--- config.mk ---
export PLATFORM = sky130hd
export DESIGN_NAME = dbuc_top
export DESIGN_NICKNAME = d
export VERILOG_FILES = /design/src/rtl/dbuc_pkg.sv /design/src/rtl/dbuc_top.sv /design/src/rtl/dbuc_acc.sv
export SDC_FILE = /design/constraint.sdc
export NUM_CORES = 2
export LEC_CHECK = 0
export BUFFER_PORTS_ARGS = -buffer_cell sky130_fd_sc_hd__buf_2
export CAP_MARGIN = 20
export CORE_UTILIZATION = 35
export DETAILED_ROUTE_END_ITERATION = 10
export PLACE_DENSITY = 0.48
export SLEW_MARGIN = 20
export SYNTH_ARGS = -nofsm -noshare
export SYNTH_HDL_FRONTEND = slang
export SYNTH_SLANG_ARGS = --single-unit
--- constraint.sdc ---
create_clock -name mclk -period 28.9 [get_ports mclk]
set_clock_uncertainty 0.05 [all_clocks]
set_input_delay 1.445 -clock mclk [delete_from_list [all_inputs] [get_ports mclk]]
set_output_delay 1.445 -clock mclk [all_outputs]
set_load 0.05 [all_outputs]
--- src/rtl/dbuc_pkg.sv ---
// ----------------------------------------------------------------------------
// Buffered update control: shared constants and types
// ----------------------------------------------------------------------------
package dbuc_pkg;

    localparam int NCH = 4;
    localparam int AW = 8;
    localparam int DW = 32;
    localparam int ACCW = 32;
    localparam int FACW = 5;
    localparam int PUMPW = 2;
    localparam int REFW = 20;
    localparam int SYSW = REFW + FACW;

    // ------------------------------------------------------------------------
    // Register byte offsets
    // ------------------------------------------------------------------------
    localparam logic [AW-1:0] ADDR_CLK_CFG = 8'h00;
    localparam logic [AW-1:0] ADDR_ACC_CTL = 8'h04;
    localparam logic [AW-1:0] ADDR_UPDATE = 8'h08;
    localparam logic [AW-1:0] ADDR_REF_FREQ = 8'h0c;
    localparam logic [AW-1:0] ADDR_SYS_FREQ = 8'h10;
    localparam logic [AW-1:0] ADDR_STATUS = 8'h14;
    localparam logic [3:0] PAGE_FTW = 4'h2;
    localparam logic [3:0] PAGE_STEP = 4'h3;

    // ------------------------------------------------------------------------
    // Field positions
    // ------------------------------------------------------------------------
    localparam int CFG_FACTOR_LSB = 0;
    localparam int CFG_PUMP_LSB = 5;
    localparam int CFG_RANGE_BIT = 7;
    localparam int ACC_AUTO_PH_BIT = 0;
    localparam int ACC_CLR_PH_BIT = 1;
    localparam int ACC_AUTO_SW_BIT = 2;
    localparam int ACC_CLR_SW_BIT = 3;
    localparam int UPDATE_BIT = 0;
    localparam int STAT_PENDING_BIT = 0;
    localparam int STAT_MULT_EN_BIT = 1;

    // ------------------------------------------------------------------------
    // Reset values and limits
    // ------------------------------------------------------------------------
    localparam logic [FACW-1:0] FACTOR_RST = 5'h00;
    localparam logic [FACW-1:0] FACTOR_MIN = 5'h04;
    localparam logic [FACW-1:0] FACTOR_MAX = 5'h14;
    localparam logic [PUMPW-1:0] PUMP_RST = 2'h0;
    localparam logic RANGE_RST = 1'b0;
    localparam logic [REFW-1:0] REF_FREQ_RST = 20'h7a120;
    localparam logic [ACCW-1:0] WORD_RST = 32'h0000_0000;

    typedef struct packed {
        logic [FACW-1:0] factor;
        logic [PUMPW-1:0] pump;
        logic range;
        logic auto_ph;
        logic clr_ph;
        logic auto_sw;
        logic clr_sw;
        logic [REFW-1:0] ref_freq;
        logic [NCH-1:0][ACCW-1:0] ftw;
        logic [NCH-1:0][ACCW-1:0] step;
    } dbuc_cfg_s;

    localparam dbuc_cfg_s CFG_RST = '{
        factor: FACTOR_RST,
        pump: PUMP_RST,
        range: RANGE_RST,
        auto_ph: 1'b0,
        clr_ph: 1'b0,
        auto_sw: 1'b0,
        clr_sw: 1'b0,
        ref_freq: REF_FREQ_RST,
        ftw: '0,
        step: '0
    };

endpackage

--- src/rtl/dbuc_top.sv ---
// Our own choices: the address map and the address-and-strobe port.
`timescale 1ns/10ps
module dbuc_top (
    input wire logic mclk,
    input wire logic reset,
    input wire logic [dbuc_pkg::AW-1:0] addr,
    input wire logic [dbuc_pkg::DW-1:0] wdata,
    input wire logic wr,
    input wire logic rd,
    input wire logic io_update,
    output logic [dbuc_pkg::DW-1:0] rdata,
    output logic update_pending,
    output logic mult_enable,
    output logic [dbuc_pkg::FACW-1:0] mult_factor,
    output logic [dbuc_pkg::PUMPW-1:0] pump_current_select,
    output logic oscillator_range_select,
    output logic [dbuc_pkg::SYSW-1:0] sys_freq_khz,
    output logic [dbuc_pkg::NCH*dbuc_pkg::ACCW-1:0] phase_acc,
    output logic [dbuc_pkg::NCH*dbuc_pkg::ACCW-1:0] sweep_acc
);

    // ------------------------------------------------------------------------
    // State
    // ------------------------------------------------------------------------
    typedef struct packed {
        dbuc_pkg::dbuc_cfg_s buf_cfg;
        dbuc_pkg::dbuc_cfg_s act_cfg;
        logic [dbuc_pkg::DW-1:0] rdata;
        logic pending;
        logic mult_en;
        logic [dbuc_pkg::SYSW-1:0] sys_freq;
        logic pulse_ph;
        logic pulse_sw;
    } dbuc_state_s;

    dbuc_state_s s_q;
    dbuc_state_s s_d;

    logic [dbuc_pkg::AW-1:0] addr_w;
    logic [1:0] ch_sel;
    logic [3:0] page;
    logic upd_write;
    logic upd_event;
    logic buf_write;
    logic [dbuc_pkg::FACW-1:0] fac_in;
    logic [dbuc_pkg::SYSW-1:0] ref_wide;
    logic [dbuc_pkg::SYSW-1:0] fac_wide;
    logic [dbuc_pkg::SYSW-1:0] sys_calc;

    assign addr_w = {addr[dbuc_pkg::AW-1:2], 2'b00};
    assign ch_sel = addr[3:2];
    assign page = addr[7:4];

    // ------------------------------------------------------------------------
    // Next state
    // ------------------------------------------------------------------------
    always_comb begin
        s_d = s_q;
        buf_write = 1'b0;
        upd_write = 1'b0;
        fac_in = wdata[dbuc_pkg::CFG_FACTOR_LSB +: dbuc_pkg::FACW];
        ref_wide = '0;
        fac_wide = '0;
        sys_calc = '0;

        // Buffer writes: nothing here touches the active copy
        if (wr) begin
            case (addr_w)
                dbuc_pkg::ADDR_CLK_CFG: begin
                    // Out-of-range factors fall back to bypass rather than
                    // driving the loop at an unsupported ratio
                    if (fac_in >= dbuc_pkg::FACTOR_MIN && fac_in <= dbuc_pkg::FACTOR_MAX) begin
                        s_d.buf_cfg.factor = fac_in;
                    end else begin
                        s_d.buf_cfg.factor = dbuc_pkg::FACTOR_RST;
                    end
                    s_d.buf_cfg.pump =
                        wdata[dbuc_pkg::CFG_PUMP_LSB +: dbuc_pkg::PUMPW];
                    s_d.buf_cfg.range = wdata[dbuc_pkg::CFG_RANGE_BIT];
                    buf_write = 1'b1;
                end
                dbuc_pkg::ADDR_ACC_CTL: begin
                    s_d.buf_cfg.auto_ph = wdata[dbuc_pkg::ACC_AUTO_PH_BIT];
                    s_d.buf_cfg.clr_ph = wdata[dbuc_pkg::ACC_CLR_PH_BIT];
                    s_d.buf_cfg.auto_sw = wdata[dbuc_pkg::ACC_AUTO_SW_BIT];
                    s_d.buf_cfg.clr_sw = wdata[dbuc_pkg::ACC_CLR_SW_BIT];
                    buf_write = 1'b1;
                end
                dbuc_pkg::ADDR_REF_FREQ: begin
                    s_d.buf_cfg.ref_freq = wdata[dbuc_pkg::REFW-1:0];
                    buf_write = 1'b1;
                end
                dbuc_pkg::ADDR_UPDATE: begin
                    upd_write = wdata[dbuc_pkg::UPDATE_BIT];
                end
                default: begin
                    if (page == dbuc_pkg::PAGE_FTW) begin
                        s_d.buf_cfg.ftw[ch_sel] = wdata;
                        buf_write = 1'b1;
                    end else if (page == dbuc_pkg::PAGE_STEP) begin
                        s_d.buf_cfg.step[ch_sel] = wdata;
                        buf_write = 1'b1;
                    end
                end
            endcase
        end

        // --------------------------------------------------------------------
        // Update event: pin strobe or register command
        // --------------------------------------------------------------------
        upd_event = io_update | upd_write;
        s_d.pulse_ph = 1'b0;
        s_d.pulse_sw = 1'b0;
        if (upd_event) begin
            // The old buffer moves; a write in the same cycle stays pending
            s_d.act_cfg = s_q.buf_cfg;
            s_d.pulse_ph = s_q.buf_cfg.auto_ph;
            s_d.pulse_sw = s_q.buf_cfg.auto_sw;
        end

        // A buffer write in the update cycle keeps the flag set
        if (buf_write) begin
            s_d.pending = 1'b1;
        end else if (upd_event) begin
            s_d.pending = 1'b0;
        end

        // --------------------------------------------------------------------
        // System clock figure from the active settings
        // --------------------------------------------------------------------
        s_d.mult_en = (s_d.act_cfg.factor != dbuc_pkg::FACTOR_RST);
        ref_wide = {{dbuc_pkg::FACW{1'b0}}, s_d.act_cfg.ref_freq};
        fac_wide = {{dbuc_pkg::REFW{1'b0}}, s_d.act_cfg.factor};
        if (s_d.mult_en) begin
            sys_calc = dbuc_pkg::SYSW'(ref_wide * fac_wide);
        end else begin
            sys_calc = ref_wide;
        end
        s_d.sys_freq = sys_calc;

        // --------------------------------------------------------------------
        // Readback: active copy only, data valid in the next cycle only
        // --------------------------------------------------------------------
        s_d.rdata = '0;
        if (rd) begin
            case (addr_w)
                dbuc_pkg::ADDR_CLK_CFG: begin
                    s_d.rdata[dbuc_pkg::CFG_FACTOR_LSB +: dbuc_pkg::FACW] =
                        s_q.act_cfg.factor;
                    s_d.rdata[dbuc_pkg::CFG_PUMP_LSB +: dbuc_pkg::PUMPW] =
                        s_q.act_cfg.pump;
                    s_d.rdata[dbuc_pkg::CFG_RANGE_BIT] = s_q.act_cfg.range;
                end
                dbuc_pkg::ADDR_ACC_CTL: begin
                    s_d.rdata[dbuc_pkg::ACC_AUTO_PH_BIT] = s_q.act_cfg.auto_ph;
                    s_d.rdata[dbuc_pkg::ACC_CLR_PH_BIT] = s_q.act_cfg.clr_ph;
                    s_d.rdata[dbuc_pkg::ACC_AUTO_SW_BIT] = s_q.act_cfg.auto_sw;
                    s_d.rdata[dbuc_pkg::ACC_CLR_SW_BIT] = s_q.act_cfg.clr_sw;
                end
                dbuc_pkg::ADDR_REF_FREQ: begin
                    s_d.rdata[dbuc_pkg::REFW-1:0] = s_q.act_cfg.ref_freq;
                end
                dbuc_pkg::ADDR_SYS_FREQ: begin
                    s_d.rdata[dbuc_pkg::SYSW-1:0] = s_q.sys_freq;
                end
                dbuc_pkg::ADDR_STATUS: begin
                    s_d.rdata[dbuc_pkg::STAT_PENDING_BIT] = s_q.pending;
                    s_d.rdata[dbuc_pkg::STAT_MULT_EN_BIT] = s_q.mult_en;
                end
                default: begin
                    if (page == dbuc_pkg::PAGE_FTW) begin
                        s_d.rdata = s_q.act_cfg.ftw[ch_sel];
                    end else if (page == dbuc_pkg::PAGE_STEP) begin
                        s_d.rdata = s_q.act_cfg.step[ch_sel];
                    end
                end
            endcase
        end
    end

    // ------------------------------------------------------------------------
    // Registers
    // ------------------------------------------------------------------------
    always_ff @(posedge mclk or posedge reset) begin
        if (reset) begin
            s_q.buf_cfg <= dbuc_pkg::CFG_RST;
            s_q.act_cfg <= dbuc_pkg::CFG_RST;
            s_q.rdata <= '0;
            s_q.pending <= 1'b0;
            s_q.mult_en <= 1'b0;
            s_q.sys_freq <= {{dbuc_pkg::FACW{1'b0}}, dbuc_pkg::REF_FREQ_RST};
            s_q.pulse_ph <= 1'b0;
            s_q.pulse_sw <= 1'b0;
        end else begin
            s_q <= s_d;
        end
    end

    // ------------------------------------------------------------------------
    // Channel accumulators
    // ------------------------------------------------------------------------
    // Clear controls are chip-wide and reach every channel in the same edge
    for (genvar ch = 0; ch < dbuc_pkg::NCH; ch++) begin : g_chan
        dbuc_acc u_phase (
            .mclk(mclk),
            .reset(reset),
            .step(s_q.act_cfg.ftw[ch]),
            .clear_hold(s_q.act_cfg.clr_ph),
            .clear_pulse(s_q.pulse_ph),
            .acc(phase_acc[ch*dbuc_pkg::ACCW +: dbuc_pkg::ACCW])
        );
        dbuc_acc u_sweep (
            .mclk(mclk),
            .reset(reset),
            .step(s_q.act_cfg.step[ch]),
            .clear_hold(s_q.act_cfg.clr_sw),
            .clear_pulse(s_q.pulse_sw),
            .acc(sweep_acc[ch*dbuc_pkg::ACCW +: dbuc_pkg::ACCW])
        );
    end

    // ------------------------------------------------------------------------
    // Outputs
    // ------------------------------------------------------------------------
    assign rdata = s_q.rdata;
    assign update_pending = s_q.pending;
    assign mult_enable = s_q.mult_en;
    assign mult_factor = s_q.act_cfg.factor;
    assign pump_current_select = s_q.act_cfg.pump;
    assign oscillator_range_select = s_q.act_cfg.range;
    assign sys_freq_khz = s_q.sys_freq;

endmodule // dbuc_top

--- src/rtl/dbuc_acc.sv ---
`timescale 1ns/10ps
// ----------------------------------------------------------------------------
// One accumulator with hold-clear and one-cycle auto-clear
// ----------------------------------------------------------------------------
module dbuc_acc (
    input wire logic mclk,
    input wire logic reset,
    input wire logic [dbuc_pkg::ACCW-1:0] step,
    input wire logic clear_hold,
    input wire logic clear_pulse,
    output logic [dbuc_pkg::ACCW-1:0] acc
);

    typedef struct packed {
        logic [dbuc_pkg::ACCW-1:0] acc;
    } dbuc_acc_s;

    dbuc_acc_s s_q;
    dbuc_acc_s s_d;

    always_comb begin
        s_d = s_q;
        if (clear_hold) begin
            s_d.acc = dbuc_pkg::WORD_RST;
        end else if (clear_pulse) begin
            // Zero for one edge only, then accumulation resumes
            s_d.acc = dbuc_pkg::WORD_RST;
        end else begin
            s_d.acc = s_q.acc + step;
        end
    end

    always_ff @(posedge mclk or posedge reset) begin
        if (reset) begin
            s_q <= '0;
        end else begin
            s_q <= s_d;
        end
    end

    assign acc = s_q.acc;

endmodule // dbuc_acc

======== Word-level counts from Yosys, hierarchy flattened ========
Cells that the tools add are included.
word-level totals
  register bits after elaboration ......... 893
  input port bits ......................... 45
  output and inout port bits .............. 323
  logic and storage cells ................. 130
cells by class
  add/subtract/negate cells ............... 8
  multiply operators ...................... 1
  order comparisons ....................... 4
  equal/unequal tests ..................... 7
  multiplexer cells ....................... 45
  bitwise operators ....................... 3
  reduce and logical (&&, ||, !) cells .... 16
operators with widths
  operator              number
  $mux W32              22
  $mux W288             1
  $add A32 B32 Y32      8
  $bwmux W128           2
  $bmux W32 S2          2
  $demux W32 S2         1
  $pmux W12 S3          1
  $mul A20 B5 Y25       1
  $mux W25              1
  $pmux W2 S5           2
  $pmux W4 S4           1
  $eq A6 B2 Y1 const B  2
  $eq A6 B3 Y1 const B  2
  $pmux W5 S2           1
  $eq A4 B2 Y1 const B  2
  $logic_not A8 Y1      1
  $reduce_or A4 Y1      2
  $mux W1               7
  $mux W7               1
  $eq A6 B1 Y1 const B  1
  $reduce_and A2 Y1     3
  $reduce_or A3 Y1      2
  $ge A5 B3 Y1 const B  1
  $le A5 B5 Y1 const B  1
  14 further kinds      16

======== Longest topological paths before layout ========
  depth in word-level cells ............... 7
  depth in mapped cells ................... 24
  gate-level depth less buffers ........... 21

======== Modules after synthesis ========
A second synthesis with hierarchy kept.
unflattened totals
  cell total of the unflattened synthesis .. 4893
  area total of the unflattened synthesis .. 52506.6 um^2
by module, submodules not included
  module                             times used  cells each  area each (um^2)  sequential area each (um^2)
  dbuc_top                           1           2082        29209.3           15966.6
  dbuc_acc at g_chan[0].u_sweep ...  4           353         2909.0            800.8
  dbuc_acc at g_chan[2].u_sweep ...  3           347         2926.6            800.8
  dbuc_acc at g_chan[0].u_phase      1           358         2881.5            800.8

======== Worst setup path before layout ========
No wires, ideal clock.
  kind .................................... in2reg
  start ................................... in addr[2] (netlist bit)
  end ..................................... reg s_q (netlist bit sys_freq_khz[19])
  setup time .............................. 0.124 ns
  data arrival time ....................... 6.470 ns
  data required time ...................... 28.726 ns
  path slack .............................. 22.255 ns
  stages on the path ...................... 22
  path buffers ............................ 3
  cells stage by stage .................... buf_2 > inv_2 > and4_1 > a21oi_4 > buf_2 > buf_2 > mux2i_1 > nor2_1 > fa_1 > fa_1 > inv_1 > fa_1 > inv_1 > ha_1 > a21oi_1 > o21bai_1 > a21o_1 > or3_1 > o21ai_1 > o21bai_1 > a211oi_1 > o31ai_1
RTL lines
  what         line            RTL
  from (decl)  dbuc_top.sv:6   input wire logic [dbuc_pkg::AW-1:0] addr,
  to (decl)    dbuc_top.sv:36  dbuc_state_s s_q;

==> impl_metrics.py <==
metrics = {
    "status": {
        "status": "completed",
    },
    "setup_path": {
        "startpoint_type": "primary input",
        "cpMaxStageDelayCell": "mux2i_1",
        "critPathRequiredTime_ns": 29.43,
        "cp_common_cell": "fa_1",
        "path_class": "in2reg",
        "r2r_slack_ns": 23.38,
        "max_stage_delay_ns": 0.73,
        "crit_chain": "buf_4, inv_2, and4_1, a21oi_4, buf_4, buf_12, mux2i_1, nor2_1, fa_1, fa_1, inv_1, fa_1, inv_1, ha_1, o21ai_0, nand2b_1, a21oi_1, a211oi_1, o21ai_1, o21ai_0, xnor2_1, nor2_1",
        "endpoint_kind": "flop",
        "cp.arrival_ns": 8.55,
        "cp_max_fo": 150,
    },
    "yosys": {
        "synth_ff_type": "dfrtp_1",
        "synth_top_area_cell": "dfrtp_1",
        "synth_nets": 4894,
        "synthTopCellsByArea": "dfrtp_1, ha_1, mux2_1",
        "synthCells": 4506,
        "synth.avg_cell_area_um2": 11.0,
        "ys_seq_area_share_pct": 45.1,
        "synth_top_cell_area_share_pct": 43.9,
        "yosysUniqueCellTypes": 81,
        "synth-edff-count": 0,
        "synthArstFlopShare_pct": 100,
        "ys_seq_elements": 893,
        "syn-cell-area_um2": 49700,
        "yosys_warnings": 0,
    },
    "clock_network": {
        "cts_max_level": 3,
        "cts_setup_buffers": 0,
        "postCtsHoldBufs": 0,
        "cts_tree": "done",
        "cts.reportedPaths.clkPinSlew_ns": 0.06,
        "clkLatencyLatePin_ns": 0.74,
        "cts-root-buf": "clkbuf_16",
        "cts.sinks": 893,
        "clock_path_buffers": 3,
        "post_cts_resized": 0,
        "cts_buffers": 105,
    },
    "sta": {
        "fmax_mhz": 125,
        "setup_tns_ns": 0,
        "slew_headroom_pct": 19.7,
        "finalCriticalPeriod_ns": 8.02,
        "grt_setup_unrepaired": "no",
        "finalCritPeriodShare_pct": 27.7,
        "slew_viol_final": 0,
        "worst_pin_slew_ns": 1.20,
        "setup_viol": 0,
        "setup_ws_ns": 20.88,
        "hold_viol_final": 0,
    },
    "floorplanning": {
        "initial_core_util_pct": 35.4,
        "io_pins": 368,
        "die_w_um": 379,
        "die_h_um": 379,
        "core_um2": 140000,
        "die_area_um2": 143000,
        "num_rows": 137,
    },
    "placement": {
        "pre_cts_ws_ns": 19.99,
        "dp_hpwl_um": 124000,
        "dp_cells": 6520,
        "io_buffer_count": 365,
        "place.gp.congestion": 0.923,
    },
    "drt": {
        "routed_wl_um": 167000,
        "first_iter_violations": 2353,
        "firstDrtPassIters": 6,
        "antenna_left": 0,
        "vias_per_cell": 5.39,
        "routedWlPerCell_um": 24.8,
        "post-route-drc-count": 0,
        "via_count": 36209,
    },
    "final_layout": {
        "filler_cell_count": 13772,
        "final_util_pct": 40.3,
        "layout-drive-gt1-share_pct": 20.1,
        "syn_to_final_growth_pct": 13.9,
        "fin_cells": 6720,
        "nets": 5141,
    },
    "pwr": {
        "power_mw": 5.48,
        "cellPowerDensity_nw_per_um2": 96.8,
        "cellLeakagePower_nw": 27.9,
        "ir_worst_vdd_v": 0.0000646,
    },
    "global_routing": {
        "grt_pass1_wl_um": 245000,
        "grt_pass1_vias": 36326,
        "track_usage_pct": 23.2,
        "overflow": 0,
        "antenna_found_initial": 27,
        "grt_max_degree": 151,
    },
    "worst_hold_path": {
        "hold_class": "reg2reg",
    },
    "flow_run": {
        "drv_cap": 0,
    },
}
==> final cells by class <==
cell class              count  area, µm²  area share [%]
diodes                      7       17.5          0.0310
clock buffers             156       3070            5.43
flip-flops and latches    893      22400            39.6
repair buffers            404       2160            3.83
multi-input cells        3182      25500            45.0
well taps                1876       2350            4.15
inverters                 167        634            1.12
clock inverters            35        478           0.845
==> critical path: cells and delay by family <==
| kind | cells | cell delay (ns) |
|---|---|---|
| AO/OA/AOI/OAI | 6 | 1.56 |
| XOR/XNOR | 1 | 0.16 |
| adder cells (fa/ha/maj) | 4 | 1.89 |
| buffers and inverters | 6 | 2.07 |
| multiplexers | 1 | 0.73 |
| AND/OR/NAND/NOR | 4 | 0.59 |
==> Yosys cell counts (17+ instances only) <==
cell and count:
inv_1 144, xnor2_1 124, nor2b_1 17, mux4_2 64, and3_1 41, a31oi_1 36
and2_1 41, a22oi_1 55, o211ai_1 24, buf_1 21, o21bai_1 38, dfrtp_1 872
or3_1 19, inv_2 23, nand3_1 63, nor3_1 57, mux2_1 281, nand4_1 50
clkbuf_1 141, nand2_1 248, a211oi_1 32, buf_2 36, nor2_1 405, ha_1 281
buf_4 66, o21ai_1 66, a21oi_1 321, fa_1 62, o31ai_1 25, xor2_1 87
mux2_2 264, o21ai_0 106, o21a_1 27, a21o_1 143, dfstp_2 21, mux2i_1 38
==> cells in the final DEF, fill, tap and decap left out, drive strengths merged, types with 55 or more instances in the layout <==
cell type	Yosys	final
dfrtp	872	872
mux2	545	545
nor2	405	405
buf	123	404
a21oi	322	322
ha	281	281
nand2	248	248
o21ai	172	172
inv	167	171
clkbuf	141	156
a21o	143	143
xnor2	124	124
xor2	87	87
mux4	64	64
nand3	63	63
fa	62	62
nor3	57	57
a22oi	55	55
==> cells by family (layout without fill, tap and decap cells) <==
logic type / after synthesis / in the layout / synth area share, %
compound gates: 967 / 967 / 12.4
xor+xnor: 211 / 211 / 3.72
fa+ha+maj: 343 / 343 / 9.58
buf+inv: 431 / 762 / 3.85
flops: 893 / 893 / 45.1
mux: 649 / 649 / 16.1
other cells: 0 / 7 / 0
simple gates: 1012 / 1012 / 9.33
==> final timing paths <==
kind | endpoint | startpoint | cells past startpoint
worst max-delay path | sys_freq_khz[21] | addr[2] | 22
worst min-delay path | s_q[166] | s_q[454] | 1
worst max register to register | sys_freq_khz[21] | mult_factor[3] | 16
worst min register to register | s_q[166] | s_q[454] | 1
max in group asynchronous | s_q[634] | reset | 5
min in group asynchronous | g_chan[3].u_phase.acc[29] | reset | 2
==> routing by layer <==
metal  up-vias  track usage [%]  wire length [µm]
met4        18             5.61              3970
met2       833             36.7             75900
met3       206             4.21              8520
li1      16703                -                 -
met5         -                0               103
met1     18449             32.8             78300
==> registers in the layout, indices dropped and copies added, names as in the netlist <==
| signal | count |
|---|---|
| mult_enable | 1 |
| g_chan.u_sweep.acc | 128 |
| update_pending | 1 |
| s_q | 570 |
| sys_freq_khz | 25 |
| rdata | 32 |
| pump_current_select | 2 |
| mult_factor | 5 |
| oscillator_range_select | 1 |
| g_chan.u_phase.acc | 128 |
==> through the flow <==
stage	area (µm²)	hold slack [ns]
floorplan	49700	0.399
global placement	52900	0.406
detailed placement	52900	0.415
CTS	56500	0.396
global route	56500	0.424
finish	56500	0.404
==> report_power, final <==
part           total (mW)  internal [mW]  switching (mW)
combinational        2.26          0.708            1.55
sequential           1.84           1.54           0.297
clock                1.38          0.814           0.565
No activity file was read; power rests on OpenSTA's default activity.
